<file path="config.mk">
export PLATFORM = sky130hd
export DESIGN_NAME = oam_delay_generic_seq_engine
export DESIGN_NICKNAME = d
export VERILOG_FILES = /design/src/oam_delay_generic_seq_engine.v
export VERILOG_INCLUDE_DIRS = /design/src
export SDC_FILE = /design/constraint.sdc
export NUM_CORES = 1
export LEC_CHECK = 0
export BUFFER_PORTS_ARGS = -buffer_cell sky130_fd_sc_hd__buf_2
export CORE_UTILIZATION = 49
export DETAILED_ROUTE_END_ITERATION = 6
export PLACE_DENSITY = 0.7
export SLEW_MARGIN = 40
export SYNTH_ARGS = -nofsm -noshare
export SYNTH_HDL_FRONTEND = slang
export SYNTH_SLANG_ARGS = --single-unit
export TNS_END_PERCENT = 30
</file>
<file path="constraint.sdc">
create_clock -name clock -period 6.53 [get_ports clock]
set_clock_uncertainty 0.1 [all_clocks]
set_input_delay 1.6325 -clock clock [delete_from_list [all_inputs] [get_ports clock]]
set_output_delay 1.6325 -clock clock [all_outputs]
set_load 0.05 [all_outputs]
</file>
<file path="src/oam_delay_generic_seq_engine_defs.vh">
// Purpose: constants for the oam endpoint engine delay/generic/sequence block
// Assumes: 32-bit register port, byte addresses on word boundaries
// Notes:   offsets, field positions, reset values and pdu codes
`ifndef OAM_DELAY_GENERIC_SEQ_ENGINE_DEFS_VH
`define OAM_DELAY_GENERIC_SEQ_ENGINE_DEFS_VH

`define TS_W            32
`define ADDR_W          8

// register byte offsets
`define REG_CTRL        8'h00
`define REG_OAM_CNT_EN  8'h04
`define REG_DATA_CNT_EN 8'h08
`define REG_COPY_EN     8'h0C
`define REG_QUEUES      8'h10
`define REG_PASS        8'h14
`define REG_STICKY      8'h18
`define REG_REQ_TX_CNT  8'h1C
`define REG_REQ_RX_CNT  8'h20
`define REG_REP_TX_CNT  8'h24
`define REG_REP_RX_CNT  8'h28
`define REG_SEQ_TX_ID   8'h2C
`define REG_SEQ_RX_ID   8'h30
`define REG_SEQ_ERR_CNT 8'h34

// control register fields
`define CTRL_REQ_HW     0
`define CTRL_REP_HW     1
`define CTRL_ONE_HW     2
`define CTRL_LOOP       3
`define CTRL_EXT_TS     4
`define CTRL_SEQ_EN     5
`define CTRL_SEQ_RESP   6
`define CTRL_LB_TST_USE 7
`define CTRL_W          8

// per-type enable / sticky positions (count, copy and sticky layout)
`define EN_REQ          0
`define EN_REP          1
`define EN_ONE          2
`define EN_UNK          3
`define EN_LTM          4
`define EN_LTR          5
`define STK_SEQ_RX      6
`define STK_SEQ_ERR     7
`define GEN_LSB         8
`define GEN_N           8
`define EN_W            16

// queue register fields
`define Q_W             3
`define Q_GEN_LSB       0
`define Q_DEF_LSB       4
`define Q_LT_LSB        8

// reset values
`define RST_CTRL        8'h00
`define RST_EN          16'h0000
`define RST_QUEUES      12'h000
`define RST_PASS        8'h00
`define RST_CNT         32'h0000_0000

// pdu type codes on the lookup port
`define PDU_NONE        4'h0
`define PDU_REQ         4'h1
`define PDU_REP         4'h2
`define PDU_ONE         4'h3
`define PDU_LTM         4'h4
`define PDU_LTR         4'h5
`define PDU_GEN         4'h6
`define PDU_UNK         4'h7
`define PDU_SEQ         4'h8

// timestamp field selectors
`define TSF_TX_FWD      2'h0
`define TSF_RX_FWD      2'h1
`define TSF_TX_BWD      2'h2
`define TSF_RX_BWD      2'h3

`endif

</file>
<file path="src/oam_delay_generic_seq_engine.v">
// Purpose: oam endpoint engine lookup for delay, generic, link trace and
//          test sequence numbering frames
// Assumes: one lookup per cycle from the same-clock pipeline; result one
//          cycle later; registers over a plain strobe port
// Notes:   sticky bits clear on write-one, a same-cycle event wins
//
// Summary of operation
// - tx request: forward tx stamp, count
// - rx request: flag, forward rx stamp, count, copy
// - loop enabled: inject reply per received request
// - tx reply: backward tx stamp, count
// - rx reply: flag, backward rx stamp, count, copy
// - per-type oam and loss count enables
// - external stamping leaves stamp fields untouched
// - one-way disabled: statistics only
// - tx one-way: forward tx stamp, shared count
// - rx one-way: flag, forward rx stamp, copy
// - one-way oam and loss count enables
// - generic/unknown never modified, tx no action
// - rx generic/unknown: sticky, optional extract queues
// - generic mask and unknown enable for counts
// - own level blocked unless generic pass
// - link trace valid by level and dmac
// - link trace copy, queue, count enables
// - link trace rx sets its flag
// - no sequence numbering with test/loopback
// - initiator or responder; msg/rsp by direction
// - responder checks number, flags error
// - request/reply hw enables, else statistics only
//
// Local design decisions: the strobed register port and the placing of the registers.
`include "oam_delay_generic_seq_engine_defs.vh"

module oam_delay_generic_seq_engine (
   input  wire                 clock,
   input  wire                 nrst,
   input  wire                 clk_en,
   input  wire [`ADDR_W-1:0]   reg_addr,
   input  wire [31:0]          reg_wdata,
   input  wire                 reg_wr,
   input  wire                 reg_rd,
   output reg  [31:0]          reg_rdata,
   input  wire                 lk_valid,
   input  wire                 lk_rx,
   input  wire [3:0]           lk_type,
   input  wire [2:0]           lk_gen_idx,
   input  wire                 lk_same_level,
   input  wire                 lk_dmac_ok,
   input  wire [31:0]          lk_seq_no,
   input  wire [`TS_W-1:0]     lk_timestamp,
   output reg                  res_valid,
   output reg                  res_discard,
   output reg                  res_ts_write,
   output reg  [1:0]           res_ts_field,
   output reg  [`TS_W-1:0]     res_ts_value,
   output reg                  res_extract,
   output reg  [`Q_W-1:0]      res_queue,
   output reg                  res_loop_reply,
   output reg                  res_oam_count,
   output reg                  res_data_count,
   output reg                  res_is_msg,
   output reg                  res_is_rsp,
   output reg                  res_seq_write,
   output reg  [31:0]          res_seq_value,
   output reg                  res_seq_error
);

   // enable bit for a pdu type out of a per-type layout
   function type_bit;
      input [`EN_W-1:0] en;
      input [3:0]       t;
      input [2:0]       g;
      begin
         case (t)
            `PDU_REQ: type_bit = en[`EN_REQ];
            `PDU_REP: type_bit = en[`EN_REP];
            `PDU_ONE: type_bit = en[`EN_ONE];
            `PDU_UNK: type_bit = en[`EN_UNK];
            `PDU_LTM: type_bit = en[`EN_LTM];
            `PDU_LTR: type_bit = en[`EN_LTR];
            `PDU_GEN: type_bit = en[`GEN_LSB + g];
            default:  type_bit = 1'b0;
         endcase
      end
   endfunction

   reg [`CTRL_W-1:0]    ctrl_r;
   reg [`EN_W-1:0]      oam_cnt_en_r;
   reg [`EN_W-1:0]      data_cnt_en_r;
   reg [`EN_W-1:0]      copy_en_r;
   reg [11:0]           queues_r;
   reg [`GEN_N-1:0]     pass_r;
   reg [`EN_W-1:0]      sticky_r;
   reg [31:0]           req_tx_cnt_r;
   reg [31:0]           req_rx_cnt_r;
   reg [31:0]           rep_tx_cnt_r;
   reg [31:0]           rep_rx_cnt_r;
   reg [31:0]           seq_tx_id_r;
   reg [31:0]           seq_rx_id_r;
   reg [31:0]           seq_err_cnt_r;

   reg [`EN_W-1:0]      sticky_set;
   reg                  discard_nxt;
   reg                  ts_write_nxt;
   reg [1:0]            ts_field_nxt;
   reg                  extract_nxt;
   reg [`Q_W-1:0]       queue_nxt;
   reg                  loop_nxt;
   reg                  oam_cnt_nxt;
   reg                  data_cnt_nxt;
   reg                  msg_nxt;
   reg                  rsp_nxt;
   reg                  seq_write_nxt;
   reg                  seq_err_nxt;
   reg                  inc_req_tx;
   reg                  inc_req_rx;
   reg                  inc_rep_tx;
   reg                  inc_rep_rx;
   reg                  seq_rx_upd;
   reg [31:0]           rdata_nxt;

   wire        wr_sel_ctrl = reg_wr && (reg_addr == `REG_CTRL);
   wire        ext_ts      = ctrl_r[`CTRL_EXT_TS];
   wire        seq_resp    = ctrl_r[`CTRL_SEQ_RESP];
   wire        seq_on      = ctrl_r[`CTRL_SEQ_EN] &
                             ~ctrl_r[`CTRL_LB_TST_USE];
   wire        is_oam      = (lk_type != `PDU_NONE) && (lk_type != `PDU_SEQ);
   // own-level y.1731 pdu with good dmac is processed here
   wire        oam_ok      = lk_valid && is_oam && lk_same_level && lk_dmac_ok;
   wire        seq_ok      = lk_valid && (lk_type == `PDU_SEQ) && seq_on &&
                             lk_dmac_ok;
   wire [31:0] seq_expect  = seq_rx_id_r + 32'h0000_0001;
   wire        gen_pass    = (lk_type == `PDU_GEN) && pass_r[lk_gen_idx];

   always @* begin
      sticky_set    = {`EN_W{1'b0}};
      discard_nxt   = 1'b0;
      ts_write_nxt  = 1'b0;
      ts_field_nxt  = `TSF_TX_FWD;
      extract_nxt   = 1'b0;
      queue_nxt     = queues_r[`Q_DEF_LSB +: `Q_W];
      loop_nxt      = 1'b0;
      oam_cnt_nxt   = 1'b0;
      data_cnt_nxt  = 1'b0;
      msg_nxt       = 1'b0;
      rsp_nxt       = 1'b0;
      seq_write_nxt = 1'b0;
      seq_err_nxt   = 1'b0;
      inc_req_tx    = 1'b0;
      inc_req_rx    = 1'b0;
      inc_rep_tx    = 1'b0;
      inc_rep_rx    = 1'b0;
      seq_rx_upd    = 1'b0;
      if (oam_ok) begin
         discard_nxt  = ~gen_pass;
         oam_cnt_nxt  = type_bit(oam_cnt_en_r, lk_type, lk_gen_idx);
         data_cnt_nxt = type_bit(data_cnt_en_r, lk_type, lk_gen_idx);
         if (lk_rx) begin
            extract_nxt = type_bit(copy_en_r, lk_type, lk_gen_idx);
            case (lk_type)
               `PDU_REQ: begin
                  sticky_set[`EN_REQ] = 1'b1;
                  inc_req_rx          = 1'b1;
                  ts_write_nxt        = ctrl_r[`CTRL_REQ_HW] & ~ext_ts;
                  ts_field_nxt        = `TSF_RX_FWD;
                  loop_nxt            = ctrl_r[`CTRL_LOOP];
               end
               `PDU_REP: begin
                  sticky_set[`EN_REP] = 1'b1;
                  inc_rep_rx          = 1'b1;
                  ts_write_nxt        = ctrl_r[`CTRL_REP_HW] & ~ext_ts;
                  ts_field_nxt        = `TSF_RX_BWD;
               end
               `PDU_ONE: begin
                  sticky_set[`EN_ONE] = 1'b1;
                  inc_rep_rx          = 1'b1;
                  ts_write_nxt        = ctrl_r[`CTRL_ONE_HW] & ~ext_ts;
                  ts_field_nxt        = `TSF_RX_FWD;
               end
               `PDU_LTM: begin
                  sticky_set[`EN_LTM] = 1'b1;
                  queue_nxt           = queues_r[`Q_LT_LSB +: `Q_W];
               end
               `PDU_LTR: begin
                  sticky_set[`EN_LTR] = 1'b1;
                  queue_nxt           = queues_r[`Q_LT_LSB +: `Q_W];
               end
               `PDU_GEN: begin
                  sticky_set[`GEN_LSB + lk_gen_idx] = 1'b1;
                  queue_nxt = queues_r[`Q_GEN_LSB +: `Q_W];
               end
               `PDU_UNK: begin
                  sticky_set[`EN_UNK] = 1'b1;
               end
               default: begin
                  sticky_set = {`EN_W{1'b0}};
               end
            endcase
         end else begin
            // generic, unknown and link trace take no tx action
            case (lk_type)
               `PDU_REQ: begin
                  inc_req_tx   = 1'b1;
                  ts_write_nxt = ctrl_r[`CTRL_REQ_HW] & ~ext_ts;
                  ts_field_nxt = `TSF_TX_FWD;
               end
               `PDU_REP: begin
                  inc_rep_tx   = 1'b1;
                  ts_write_nxt = ctrl_r[`CTRL_REP_HW] & ~ext_ts;
                  ts_field_nxt = `TSF_TX_BWD;
               end
               `PDU_ONE: begin
                  inc_req_tx   = 1'b1;
                  ts_write_nxt = ctrl_r[`CTRL_ONE_HW] & ~ext_ts;
                  ts_field_nxt = `TSF_TX_FWD;
               end
               default: begin
                  ts_write_nxt = 1'b0;
               end
            endcase
         end
      end else if (seq_ok) begin
         // message on initiator tx / responder rx, else response
         msg_nxt = lk_rx == seq_resp;
         rsp_nxt = lk_rx != seq_resp;
         if (lk_rx) begin
            sticky_set[`STK_SEQ_RX] = 1'b1;
            seq_rx_upd  = 1'b1;
            seq_err_nxt = lk_seq_no != seq_expect;
            sticky_set[`STK_SEQ_ERR] = seq_err_nxt;
            // the responder flags the frame without a checksum check
            seq_write_nxt = seq_resp & seq_err_nxt;
         end else begin
            seq_write_nxt = ~seq_resp;
         end
      end
   end

   // register read mux
   always @* begin
      case (reg_addr)
         `REG_CTRL:        rdata_nxt = {24'h00_0000, ctrl_r};
         `REG_OAM_CNT_EN:  rdata_nxt = {16'h0000, oam_cnt_en_r};
         `REG_DATA_CNT_EN: rdata_nxt = {16'h0000, data_cnt_en_r};
         `REG_COPY_EN:     rdata_nxt = {16'h0000, copy_en_r};
         `REG_QUEUES:      rdata_nxt = {20'h0_0000, queues_r};
         `REG_PASS:        rdata_nxt = {24'h00_0000, pass_r};
         `REG_STICKY:      rdata_nxt = {16'h0000, sticky_r};
         `REG_REQ_TX_CNT:  rdata_nxt = req_tx_cnt_r;
         `REG_REQ_RX_CNT:  rdata_nxt = req_rx_cnt_r;
         `REG_REP_TX_CNT:  rdata_nxt = rep_tx_cnt_r;
         `REG_REP_RX_CNT:  rdata_nxt = rep_rx_cnt_r;
         `REG_SEQ_TX_ID:   rdata_nxt = seq_tx_id_r;
         `REG_SEQ_RX_ID:   rdata_nxt = seq_rx_id_r;
         `REG_SEQ_ERR_CNT: rdata_nxt = seq_err_cnt_r;
         default:          rdata_nxt = 32'h0000_0000;
      endcase
   end

   always @(posedge clock or negedge nrst) begin
      if (!nrst) begin
         ctrl_r        <= `RST_CTRL;
         oam_cnt_en_r  <= `RST_EN;
         data_cnt_en_r <= `RST_EN;
         copy_en_r     <= `RST_EN;
         queues_r      <= `RST_QUEUES;
         pass_r        <= `RST_PASS;
         sticky_r      <= `RST_EN;
         req_tx_cnt_r  <= `RST_CNT;
         req_rx_cnt_r  <= `RST_CNT;
         rep_tx_cnt_r  <= `RST_CNT;
         rep_rx_cnt_r  <= `RST_CNT;
         seq_tx_id_r   <= `RST_CNT;
         seq_rx_id_r   <= `RST_CNT;
         seq_err_cnt_r <= `RST_CNT;
         reg_rdata     <= 32'h0000_0000;
      end else if (clk_en) begin
         if (wr_sel_ctrl) begin
            // role is a single bit, so both roles at once cannot be set
            ctrl_r <= reg_wdata[`CTRL_W-1:0];
         end
         if (reg_wr && (reg_addr == `REG_OAM_CNT_EN)) begin
            oam_cnt_en_r <= reg_wdata[`EN_W-1:0];
         end
         if (reg_wr && (reg_addr == `REG_DATA_CNT_EN)) begin
            data_cnt_en_r <= reg_wdata[`EN_W-1:0];
         end
         if (reg_wr && (reg_addr == `REG_COPY_EN)) begin
            copy_en_r <= reg_wdata[`EN_W-1:0];
         end
         if (reg_wr && (reg_addr == `REG_QUEUES)) begin
            queues_r <= reg_wdata[11:0];
         end
         if (reg_wr && (reg_addr == `REG_PASS)) begin
            pass_r <= reg_wdata[`GEN_N-1:0];
         end
         // write-one clears, a new event in the same cycle wins
         if (reg_wr && (reg_addr == `REG_STICKY)) begin
            sticky_r <= (sticky_r & ~reg_wdata[`EN_W-1:0]) | sticky_set;
         end else begin
            sticky_r <= sticky_r | sticky_set;
         end
         if (reg_wr && (reg_addr == `REG_REQ_TX_CNT)) begin
            req_tx_cnt_r <= reg_wdata;
         end else if (inc_req_tx) begin
            req_tx_cnt_r <= req_tx_cnt_r + 32'h0000_0001;
         end
         if (reg_wr && (reg_addr == `REG_REQ_RX_CNT)) begin
            req_rx_cnt_r <= reg_wdata;
         end else if (inc_req_rx) begin
            req_rx_cnt_r <= req_rx_cnt_r + 32'h0000_0001;
         end
         if (reg_wr && (reg_addr == `REG_REP_TX_CNT)) begin
            rep_tx_cnt_r <= reg_wdata;
         end else if (inc_rep_tx) begin
            rep_tx_cnt_r <= rep_tx_cnt_r + 32'h0000_0001;
         end
         if (reg_wr && (reg_addr == `REG_REP_RX_CNT)) begin
            rep_rx_cnt_r <= reg_wdata;
         end else if (inc_rep_rx) begin
            rep_rx_cnt_r <= rep_rx_cnt_r + 32'h0000_0001;
         end
         if (reg_wr && (reg_addr == `REG_SEQ_TX_ID)) begin
            seq_tx_id_r <= reg_wdata;
         end else if (seq_ok && !lk_rx && !seq_resp) begin
            seq_tx_id_r <= seq_tx_id_r + 32'h0000_0001;
         end
         if (reg_wr && (reg_addr == `REG_SEQ_RX_ID)) begin
            seq_rx_id_r <= reg_wdata;
         end else if (seq_rx_upd) begin
            seq_rx_id_r <= lk_seq_no;
         end
         if (reg_wr && (reg_addr == `REG_SEQ_ERR_CNT)) begin
            seq_err_cnt_r <= reg_wdata;
         end else if (seq_err_nxt) begin
            seq_err_cnt_r <= seq_err_cnt_r + 32'h0000_0001;
         end
         if (reg_rd) begin
            reg_rdata <= rdata_nxt;
         end
      end
   end

   // lookup result, one cycle after the lookup
   always @(posedge clock or negedge nrst) begin
      if (!nrst) begin
         res_valid      <= 1'b0;
         res_discard    <= 1'b0;
         res_ts_write   <= 1'b0;
         res_ts_field   <= `TSF_TX_FWD;
         res_ts_value   <= {`TS_W{1'b0}};
         res_extract    <= 1'b0;
         res_queue      <= {`Q_W{1'b0}};
         res_loop_reply <= 1'b0;
         res_oam_count  <= 1'b0;
         res_data_count <= 1'b0;
         res_is_msg     <= 1'b0;
         res_is_rsp     <= 1'b0;
         res_seq_write  <= 1'b0;
         res_seq_value  <= 32'h0000_0000;
         res_seq_error  <= 1'b0;
      end else if (clk_en) begin
         res_valid      <= oam_ok | seq_ok;
         res_discard    <= discard_nxt;
         res_ts_write   <= ts_write_nxt;
         res_ts_field   <= ts_field_nxt;
         res_ts_value   <= lk_timestamp;
         res_extract    <= extract_nxt;
         res_queue      <= queue_nxt;
         res_loop_reply <= loop_nxt;
         res_oam_count  <= oam_cnt_nxt;
         res_data_count <= data_cnt_nxt;
         res_is_msg     <= msg_nxt;
         res_is_rsp     <= rsp_nxt;
         res_seq_write  <= seq_write_nxt;
         res_seq_value  <= seq_tx_id_r;
         res_seq_error  <= seq_err_nxt;
      end
   end

endmodule

</file>
==> run summary, run 1 <==
======================================================================================================
Clock transition at the register clock pins on the worst setup and hold paths after CTS        0.06 ns
Via count of the first global-routing pass                                                      22,590
I/O Buffers                                                                                        231
Setup ws final                                                                                2.327 ns
Effective utilization at floorplan                                                              0.4968
Per-cell via count in the routed design                                                          6.775
Capture point of the worst reg-to-reg path                                                seq_err_cnt_r[18]
Clock tree from TritonCTS                                                                        built
Area of the multi-input gates                                                              0.01285 mm2
Min-Delay Path Depth                                                                                 2
Max-slew violations                                                                                  0
Hold buffers post-CTS                                                                                0
Synthesized net count                                                                            2,820
Number of warnings issued by yosys                                                                   0
Part of the Yosys area used for sequential elements                                             0.4404
TritonCTS buffer count                                                                              49
Max Fanout on Critical Path                                                                         17
Launch instance of the worst register-to-register path                                    seq_rx_id_r[1]
Largest area contributor in the synthesized netlist                                       sky130_fd_sc_hd__dfrtp_1
Arrival time of data at the critical path endpoint                                             4.56 ns
Layout-stage area growth over the synthesis result                                              15.05%
Share of the clock period used by the worst path after layout                                   0.6436
Total routing usage reported by global routing                                                  0.3643
Weighted congestion at the end of routability-driven global placement                            1.017
Congestion Overflow GR                                                                               0
Status                                                                                    complete, but fails checks
Max cap viols                                                                                        0
Iter 0 DRT Violations                                                                            3,196
Share of cells above drive strength 1                                                           0.2005
Maximum buffer depth of the clock tree                                                               3
Flip-flop and latch count after synthesis                                                          428
Latest clock arrival within the worst-skew pair                                                0.61 ns
Final count of negative-setup-slack endpoints                                                        0
FILL cells                                                                                       4,362
Global-route wire length before repair                                                      139,100 um
Per-cell routed wire length                                                                   26.25 um
Total core area                                                                            0.04895 mm2
Type of element launching the critical path                                                       flop
Post-synthesis cell count                                                                        2,693
Class of the tightest hold or removal check                                                    reg2reg
Cell type of the slowest stage on the worst timing path                                   sky130_fd_sc_hd__dfrtp_1
Post-CTS setup buffer count                                                                          0
Crit-path leading delay family                                                            simple AND/OR/NAND/NOR gates
Critical Path Sink Type                                                                           flop
Lkg Pwr                                                                                     0.01258 uW
Most used cells in the layout excluding fill and tap cells                                428 x sky130_fd_sc_hd__dfrtp_1, 329 x sky130_fd_sc_hd__a21oi_1, 273 x sky130_fd_sc_hd__nand2_1, 229 x sky130_fd_sc_hd__buf_2, 174 x sky130_fd_sc_hd__nor2_1
Worst path buffer plus inverter count                                                                1
Worst path max stage delay                                                                     0.56 ns
Power density over the cells                                                              229.3 mW/mm2
Aggregate negative setup slack                                                                    0 ns
Number of hold violations in the final report                                                        0
Die height                                                                                    224.8 um
R2R Setup Slk                                                                                  2.33 ns
Worst vdd ir                                                                                 0.1753 mV
Hold Path End                                                                             sticky_r[11]
Most common cell after layout, fill and taps aside                                        sky130_fd_sc_hd__dfrtp_1
Worst setup slack before clock tree synthesis                                                 1.759 ns
Worst-path cell chain                                                                     ha_1 -> nand3_2 -> nor3_4 -> a21oi_2 -> or3_1 -> or4_4 -> nand4bb_1 -> buf_4 -> o21ai_4 -> nand2b_1 -> o221ai_1
Site Rows                                                                                           81
Share of synthesized registers carrying an async set or reset                                    1.000
Die width                                                                                     224.8 um
Top area cells in the synthesized netlist                                                 sky130_fd_sc_hd__dfrtp_1 44%, sky130_fd_sc_hd__a21oi_1 6.8%, sky130_fd_sc_hd__mux2_2 6.8%, sky130_fd_sc_hd__nand2_1 4.3%, sky130_fd_sc_hd__o21ai_0 3.3%
RSZ-0062 raised after global routing                                                             false
Post-synth EDFFs                                                                                     0
Required time at the worst-slack endpoint                                                      6.89 ns
Most used flip-flop cell after synthesis                                                  sky130_fd_sc_hd__dfrtp_1
HP Start                                                                                  sticky_r[11]
Number of vias in the routed layout                                                             23,980
Number of distinct library cells after synthesis                                                    82
Post-detailed-route DRC marker count                                                                 1
Final wirelength                                                                             92,920 um
Num ports                                                                                          232
Number of antenna violations at the first check in global routing                                    5
Depth of the CTS H-tree                                                                              2
Die ar.                                                                                    0.05053 mm2
Antenna violation net count after detailed routing                                                   0
Cell Area, Synth                                                                           0.02432 mm2
Fmax                                                                                         237.9 MHz
Mapped Avg Cell Area                                                                         9.031 um2
First drt pass iteration count                                                                       7
Total Nets Final                                                                                 2,960
Clock tree root driver cell                                                               sky130_fd_sc_hd__clkbuf_16
Gates resized, CTS repair                                                                            0
Failing checks                                                                            design-rule violations
Top cell type's share of synthesized area                                                       0.4404
Kind of critical path                                                                          reg2reg
Depth of the worst register-to-register path                                                        11
Clock period minus worst slack                                                                4.203 ns
# clock sinks                                                                                      428
Largest net degree at the start of global routing                                                  120
Util after Layout                                                                               0.5716
Sum of net half-perimeters after detailed placement                                          66,390 um
Seq. cell area                                                                             0.01071 mm2
Worst slew pin tran                                                                          0.9084 ns
Max transition margin                                                                           0.3898
======================================================================================================
worst max-delay path by stage:
stage,start,to,depth (start not counted)
finish,seq_rx_id_r[1],seq_err_cnt_r[18],11
detailed placement,reg_addr[2],req_rx_cnt_r[4],10
global placement,reg_addr[7],req_rx_cnt_r[4],10
floorplan,lk_type[1],seq_err_cnt_r[21],10
CTS,reg_addr[2],req_rx_cnt_r[4],10
global route,seq_rx_id_r[0],seq_err_cnt_r[18],11
kinds of logic (layout without fill, tap and decap cells):
| group | Yosys count | in the layout | synth area share |
|---|---|---|---|
| other cells | 0 | 3 | 0 |
| mux | 190 | 190 | 0.08982 |
| buf+inv | 225 | 405 | 0.03560 |
| simple gates | 889 | 889 | 0.1759 |
| xor+xnor | 51 | 51 | 0.01837 |
| fa+ha+maj | 7 | 7 | 0.003601 |
| flops | 428 | 428 | 0.4404 |
| compound gates | 903 | 903 | 0.2363 |
cells in the mapped netlist (5+ instances only):
library cell,number
sky130_fd_sc_hd__a22o_1,59
sky130_fd_sc_hd__buf_1,14
sky130_fd_sc_hd__or3_1,22
sky130_fd_sc_hd__nand3b_1,6
sky130_fd_sc_hd__o22ai_1,73
sky130_fd_sc_hd__nand4_1,45
sky130_fd_sc_hd__nor2b_1,8
sky130_fd_sc_hd__a211oi_1,15
sky130_fd_sc_hd__a21o_1,5
sky130_fd_sc_hd__nor2_1,185
sky130_fd_sc_hd__o31ai_1,12
sky130_fd_sc_hd__a31oi_1,19
sky130_fd_sc_hd__and2_1,28
sky130_fd_sc_hd__a2bb2oi_1,7
sky130_fd_sc_hd__o2111ai_1,10
sky130_fd_sc_hd__and4_1,18
sky130_fd_sc_hd__nand3_1,131
sky130_fd_sc_hd__and3_1,49
sky130_fd_sc_hd__mux2_2,146
sky130_fd_sc_hd__or2_2,11
sky130_fd_sc_hd__nor3_1,60
sky130_fd_sc_hd__o211ai_1,9
sky130_fd_sc_hd__xnor2_1,28
sky130_fd_sc_hd__mux2i_1,36
sky130_fd_sc_hd__a221oi_1,39
sky130_fd_sc_hd__xor2_1,23
sky130_fd_sc_hd__o21ai_0,158
sky130_fd_sc_hd__inv_1,32
sky130_fd_sc_hd__o2bb2ai_1,8
sky130_fd_sc_hd__dfrtp_1,428
sky130_fd_sc_hd__nand2b_1,12
sky130_fd_sc_hd__ha_1,7
sky130_fd_sc_hd__o21ai_1,5
sky130_fd_sc_hd__nor4_1,10
sky130_fd_sc_hd__a22oi_1,83
sky130_fd_sc_hd__clkbuf_1,168
sky130_fd_sc_hd__nand2_1,280
sky130_fd_sc_hd__mux4_2,8
sky130_fd_sc_hd__a21oi_1,330
sky130_fd_sc_hd__buf_2,7
sky130_fd_sc_hd__a222oi_1,20
sky130_fd_sc_hd__nor3b_1,8
metal layers:
metal | share of wire | global-route usage | vias to the layer above
met5 | 0.00020 | 0 | -
met4 | 0.038 | 0.1418 | 2
met3 | 0.13 | 0.09641 | 219
met2 | 0.44 | 0.5387 | 1511
met1 | 0.40 | 0.5082 | 11860
li1 | - | - | 10400
report_power, final:
part / internal (uW) / total [uW] / switching, uW
Sequential: 2710 / 2790 / 81.6
Clock: 1930 / 3120 / 1190
Combinational: 149 / 502 / 354
Total: 4790 / 6420 / 1620
through the flow:
| step | hold WS, ns | power, uW | std cells | instance area (um2) |
|---|---|---|---|---|
| final | 0.3797 | 6417 | 3540 | 27980 |
| after global routing | 0.3972 | 6583 | 3540 | 27980 |
| after CTS | 0.3832 | 6433 | 3536 | 27950 |
| after detailed placement | 0.3691 | 3334 | 3445 | 26130 |
| after global placement | 0.3565 | 3315 | 3442 | 26040 |
| after floorplan | 0.3419 | 3075 | 2693 | 24320 |
tightest hold or removal path, delay by kind of cell (launching register included):
kind | cells | cell delay (ns)
AO/OA/AOI/OAI | 1 | 0.05
flip-flops | 1 | 0.34
AND/OR/NAND/NOR | 1 | 0.05
layout make-up:
class                           count  share of cell area
Antenna cell                        3           0.0002683
Multi-Input combinational cell   2040              0.4593
Timing Repair Buffer              281             0.05849
Clock inverter                     24             0.01373
Tap cell                          664             0.02969
Sequential cell                   428              0.3828
Clock buffer                       67             0.05133
Inverter                           33            0.004427
Power figures use the tool's default switching activity.
==> inputs of run 2 (changes only) <==
PLACE_DENSITY = 0.73   (was 0.7)
clock period = 3.6 ns   (was 6.53 ns; I/O delays follow)
==> run summary, run 2 (synthesis gave the netlist of run 1 again) <==
======================================================================================================
Arrival time of data at the critical path endpoint                                             3.86 ns
Worst vdd ir                                                                                 0.3305 mV
Required time at the worst-slack endpoint                                                      4.00 ns
Number of antenna violations at the first check in global routing                                    5
First drt pass iteration count                                                                       7
Post-detailed-route DRC marker count                                                                 4
Total routing usage reported by global routing                                                  0.3738
Num ports                                                                                          232
Clock tree from TritonCTS                                                                        built
Most used cells in the layout excluding fill and tap cells                                428 x sky130_fd_sc_hd__dfrtp_1, 329 x sky130_fd_sc_hd__a21oi_1, 276 x sky130_fd_sc_hd__nand2_1, 229 x sky130_fd_sc_hd__buf_2, 176 x sky130_fd_sc_hd__nor2_1
Final wirelength                                                                             95,780 um
Effective utilization at floorplan                                                              0.4968
Max transition margin                                                                           0.5291
Setup ws final                                                                               0.1372 ns
Total Nets Final                                                                                 3,057
Die ar.                                                                                    0.05053 mm2
Most common cell after layout, fill and taps aside                                        sky130_fd_sc_hd__dfrtp_1
Congestion Overflow GR                                                                               0
Power density over the cells                                                              399.1 mW/mm2
TritonCTS buffer count                                                                              51
Worst slew pin tran                                                                          0.7064 ns
# clock sinks                                                                                      428
Antenna violation net count after detailed routing                                                   0
Aggregate negative setup slack                                                                    0 ns
Share of cells above drive strength 1                                                           0.2244
Final count of negative-setup-slack endpoints                                                        0
Number of hold violations in the final report                                                        0
Depth of the worst register-to-register path                                                        12
Per-cell routed wire length                                                                   26.32 um
Share of the clock period used by the worst path after layout                                   0.9619
Type of element launching the critical path                                                       flop
Iter 0 DRT Violations                                                                            3,431
Number of vias in the routed layout                                                             24,500
Per-cell via count in the routed design                                                          6.733
Max Fanout on Critical Path                                                                         17
Global-route wire length before repair                                                      142,100 um
Layout-stage area growth over the synthesis result                                              18.41%
Clock tree root driver cell                                                               sky130_fd_sc_hd__clkbuf_16
Maximum buffer depth of the clock tree                                                               3
Site Rows                                                                                           81
Sum of net half-perimeters after detailed placement                                          69,890 um
Clock period minus worst slack                                                                3.463 ns
Depth of the CTS H-tree                                                                              2
Launch instance of the worst register-to-register path                                    seq_rx_id_r[0]
Total core area                                                                            0.04895 mm2
Failing checks                                                                            design-rule violations
Max cap viols                                                                                        0
I/O Buffers                                                                                        231
Largest net degree at the start of global routing                                                   72
Max-slew violations                                                                                  0
Critical Path Sink Type                                                                           flop
Post-CTS setup buffer count                                                                          0
Kind of critical path                                                                          reg2reg
Hold buffers post-CTS                                                                                0
Status                                                                                    complete, but fails checks
RSZ-0062 raised after global routing                                                             false
Worst setup slack before clock tree synthesis                                               -0.1214 ns
Latest clock arrival within the worst-skew pair                                                0.63 ns
Die width                                                                                     224.8 um
Weighted congestion at the end of routability-driven global placement                           0.9936
Via count of the first global-routing pass                                                      23,140
Die height                                                                                    224.8 um
Capture point of the worst reg-to-reg path                                                seq_err_cnt_r[28]
Class of the tightest hold or removal check                                                   in2async
Lkg Pwr                                                                                     0.01309 uW
Fmax                                                                                         288.8 MHz
Clock transition at the register clock pins on the worst setup and hold paths after CTS        0.06 ns
Gates resized, CTS repair                                                                            0
R2R Setup Slk                                                                                  0.14 ns
======================================================================================================
==> run 2: cell count changes in the layout (fill, tap and decap cells not counted), sizes merged <==
cell	before	now
clkinvlp	4	2
clkbuf	67	73
bufinv	10	5
buf	281	376
clkinv	9	14
==> run 2: worst max-delay path by stage <==
stage / cells after the start / start / to / slack, ns
floorplan: 10 / lk_type[1] / seq_err_cnt_r[21] / 0.15
global placement: 11 / lk_seq_no[7] / seq_err_cnt_r[30] / -0.05
detailed placement: 14 / lk_seq_no[7] / seq_err_cnt_r[28] / -0.12
CTS: 12 / seq_rx_id_r[0] / seq_err_cnt_r[28] / 0.05
global route: 11 / seq_rx_id_r[0] / seq_err_cnt_r[22] / 0.002
finish: 12 / seq_rx_id_r[0] / seq_err_cnt_r[28] / 0.14
==> run 2: critical path, cell delays in order, from the launching register on <==
cell and delay [ns]:
sky130_fd_sc_hd__dfrtp_1 0.36, sky130_fd_sc_hd__ha_2 0.26, sky130_fd_sc_hd__nand3_4 0.17, sky130_fd_sc_hd__o21ai_0 0.19, sky130_fd_sc_hd__a31oi_1 0.18, sky130_fd_sc_hd__or3_1 0.43
sky130_fd_sc_hd__or4_4 0.53, sky130_fd_sc_hd__nand4bb_1 0.23, sky130_fd_sc_hd__buf_4 0.24, sky130_fd_sc_hd__o21ai_4 0.19, sky130_fd_sc_hd__buf_4 0.14, sky130_fd_sc_hd__nor3b_1 0.05
sky130_fd_sc_hd__a211oi_1 0.28
==> run 2: routing by layer <==
metal / vias up / share of wire / global-route usage
met4: 2 / 0.036 / 0.1455
met3: 232 / 0.13 / 0.09510
met1: 12070 / 0.39 / 0.5183
met5: - / 0.00010 / 0
li1: 10620 / - / -
met2: 1580 / 0.44 / 0.5594
==> run 2: per-stage QoR <==
| step | cell area, um2 | total power, uW | hold slack (ns) | instances | utilization |
|---|---|---|---|---|---|
| finish | 28800 | 11490 | 0.1850 | 3639 | 0.5883 |
| global route | 28800 | 11790 | 0.2348 | 3639 | 0.5883 |
| CTS | 28770 | 11510 | 0.2128 | 3636 | 0.5877 |
| detailed placement | 27000 | 6093 | 0.3648 | 3541 | 0.5517 |
| global placement | 27000 | 6070 | 0.3561 | 3541 | 0.5517 |
| floorplan | 24320 | 5577 | 0.3419 | 2693 | - |
==> run 2: where the power goes <==
| group | internal [uW] | switching [uW] |
|---|---|---|
| sequential | 4920 | 118 |
| clock | 3270 | 2190 |
| combinational | 301 | 690 |
==> run 2: final cells by class <==
cell class / count / area (um2)
inverters: 33 / 123.9
clock inverters: 22 / 255.2
clock buffers: 73 / 1510
fillers: 4297 / 20150
diodes: 3 / 7.507
well taps: 664 / 830.8
flip-flops and latches: 428 / 10710
repair buffers: 376 / 2520
multi-input cells: 2040 / 12840
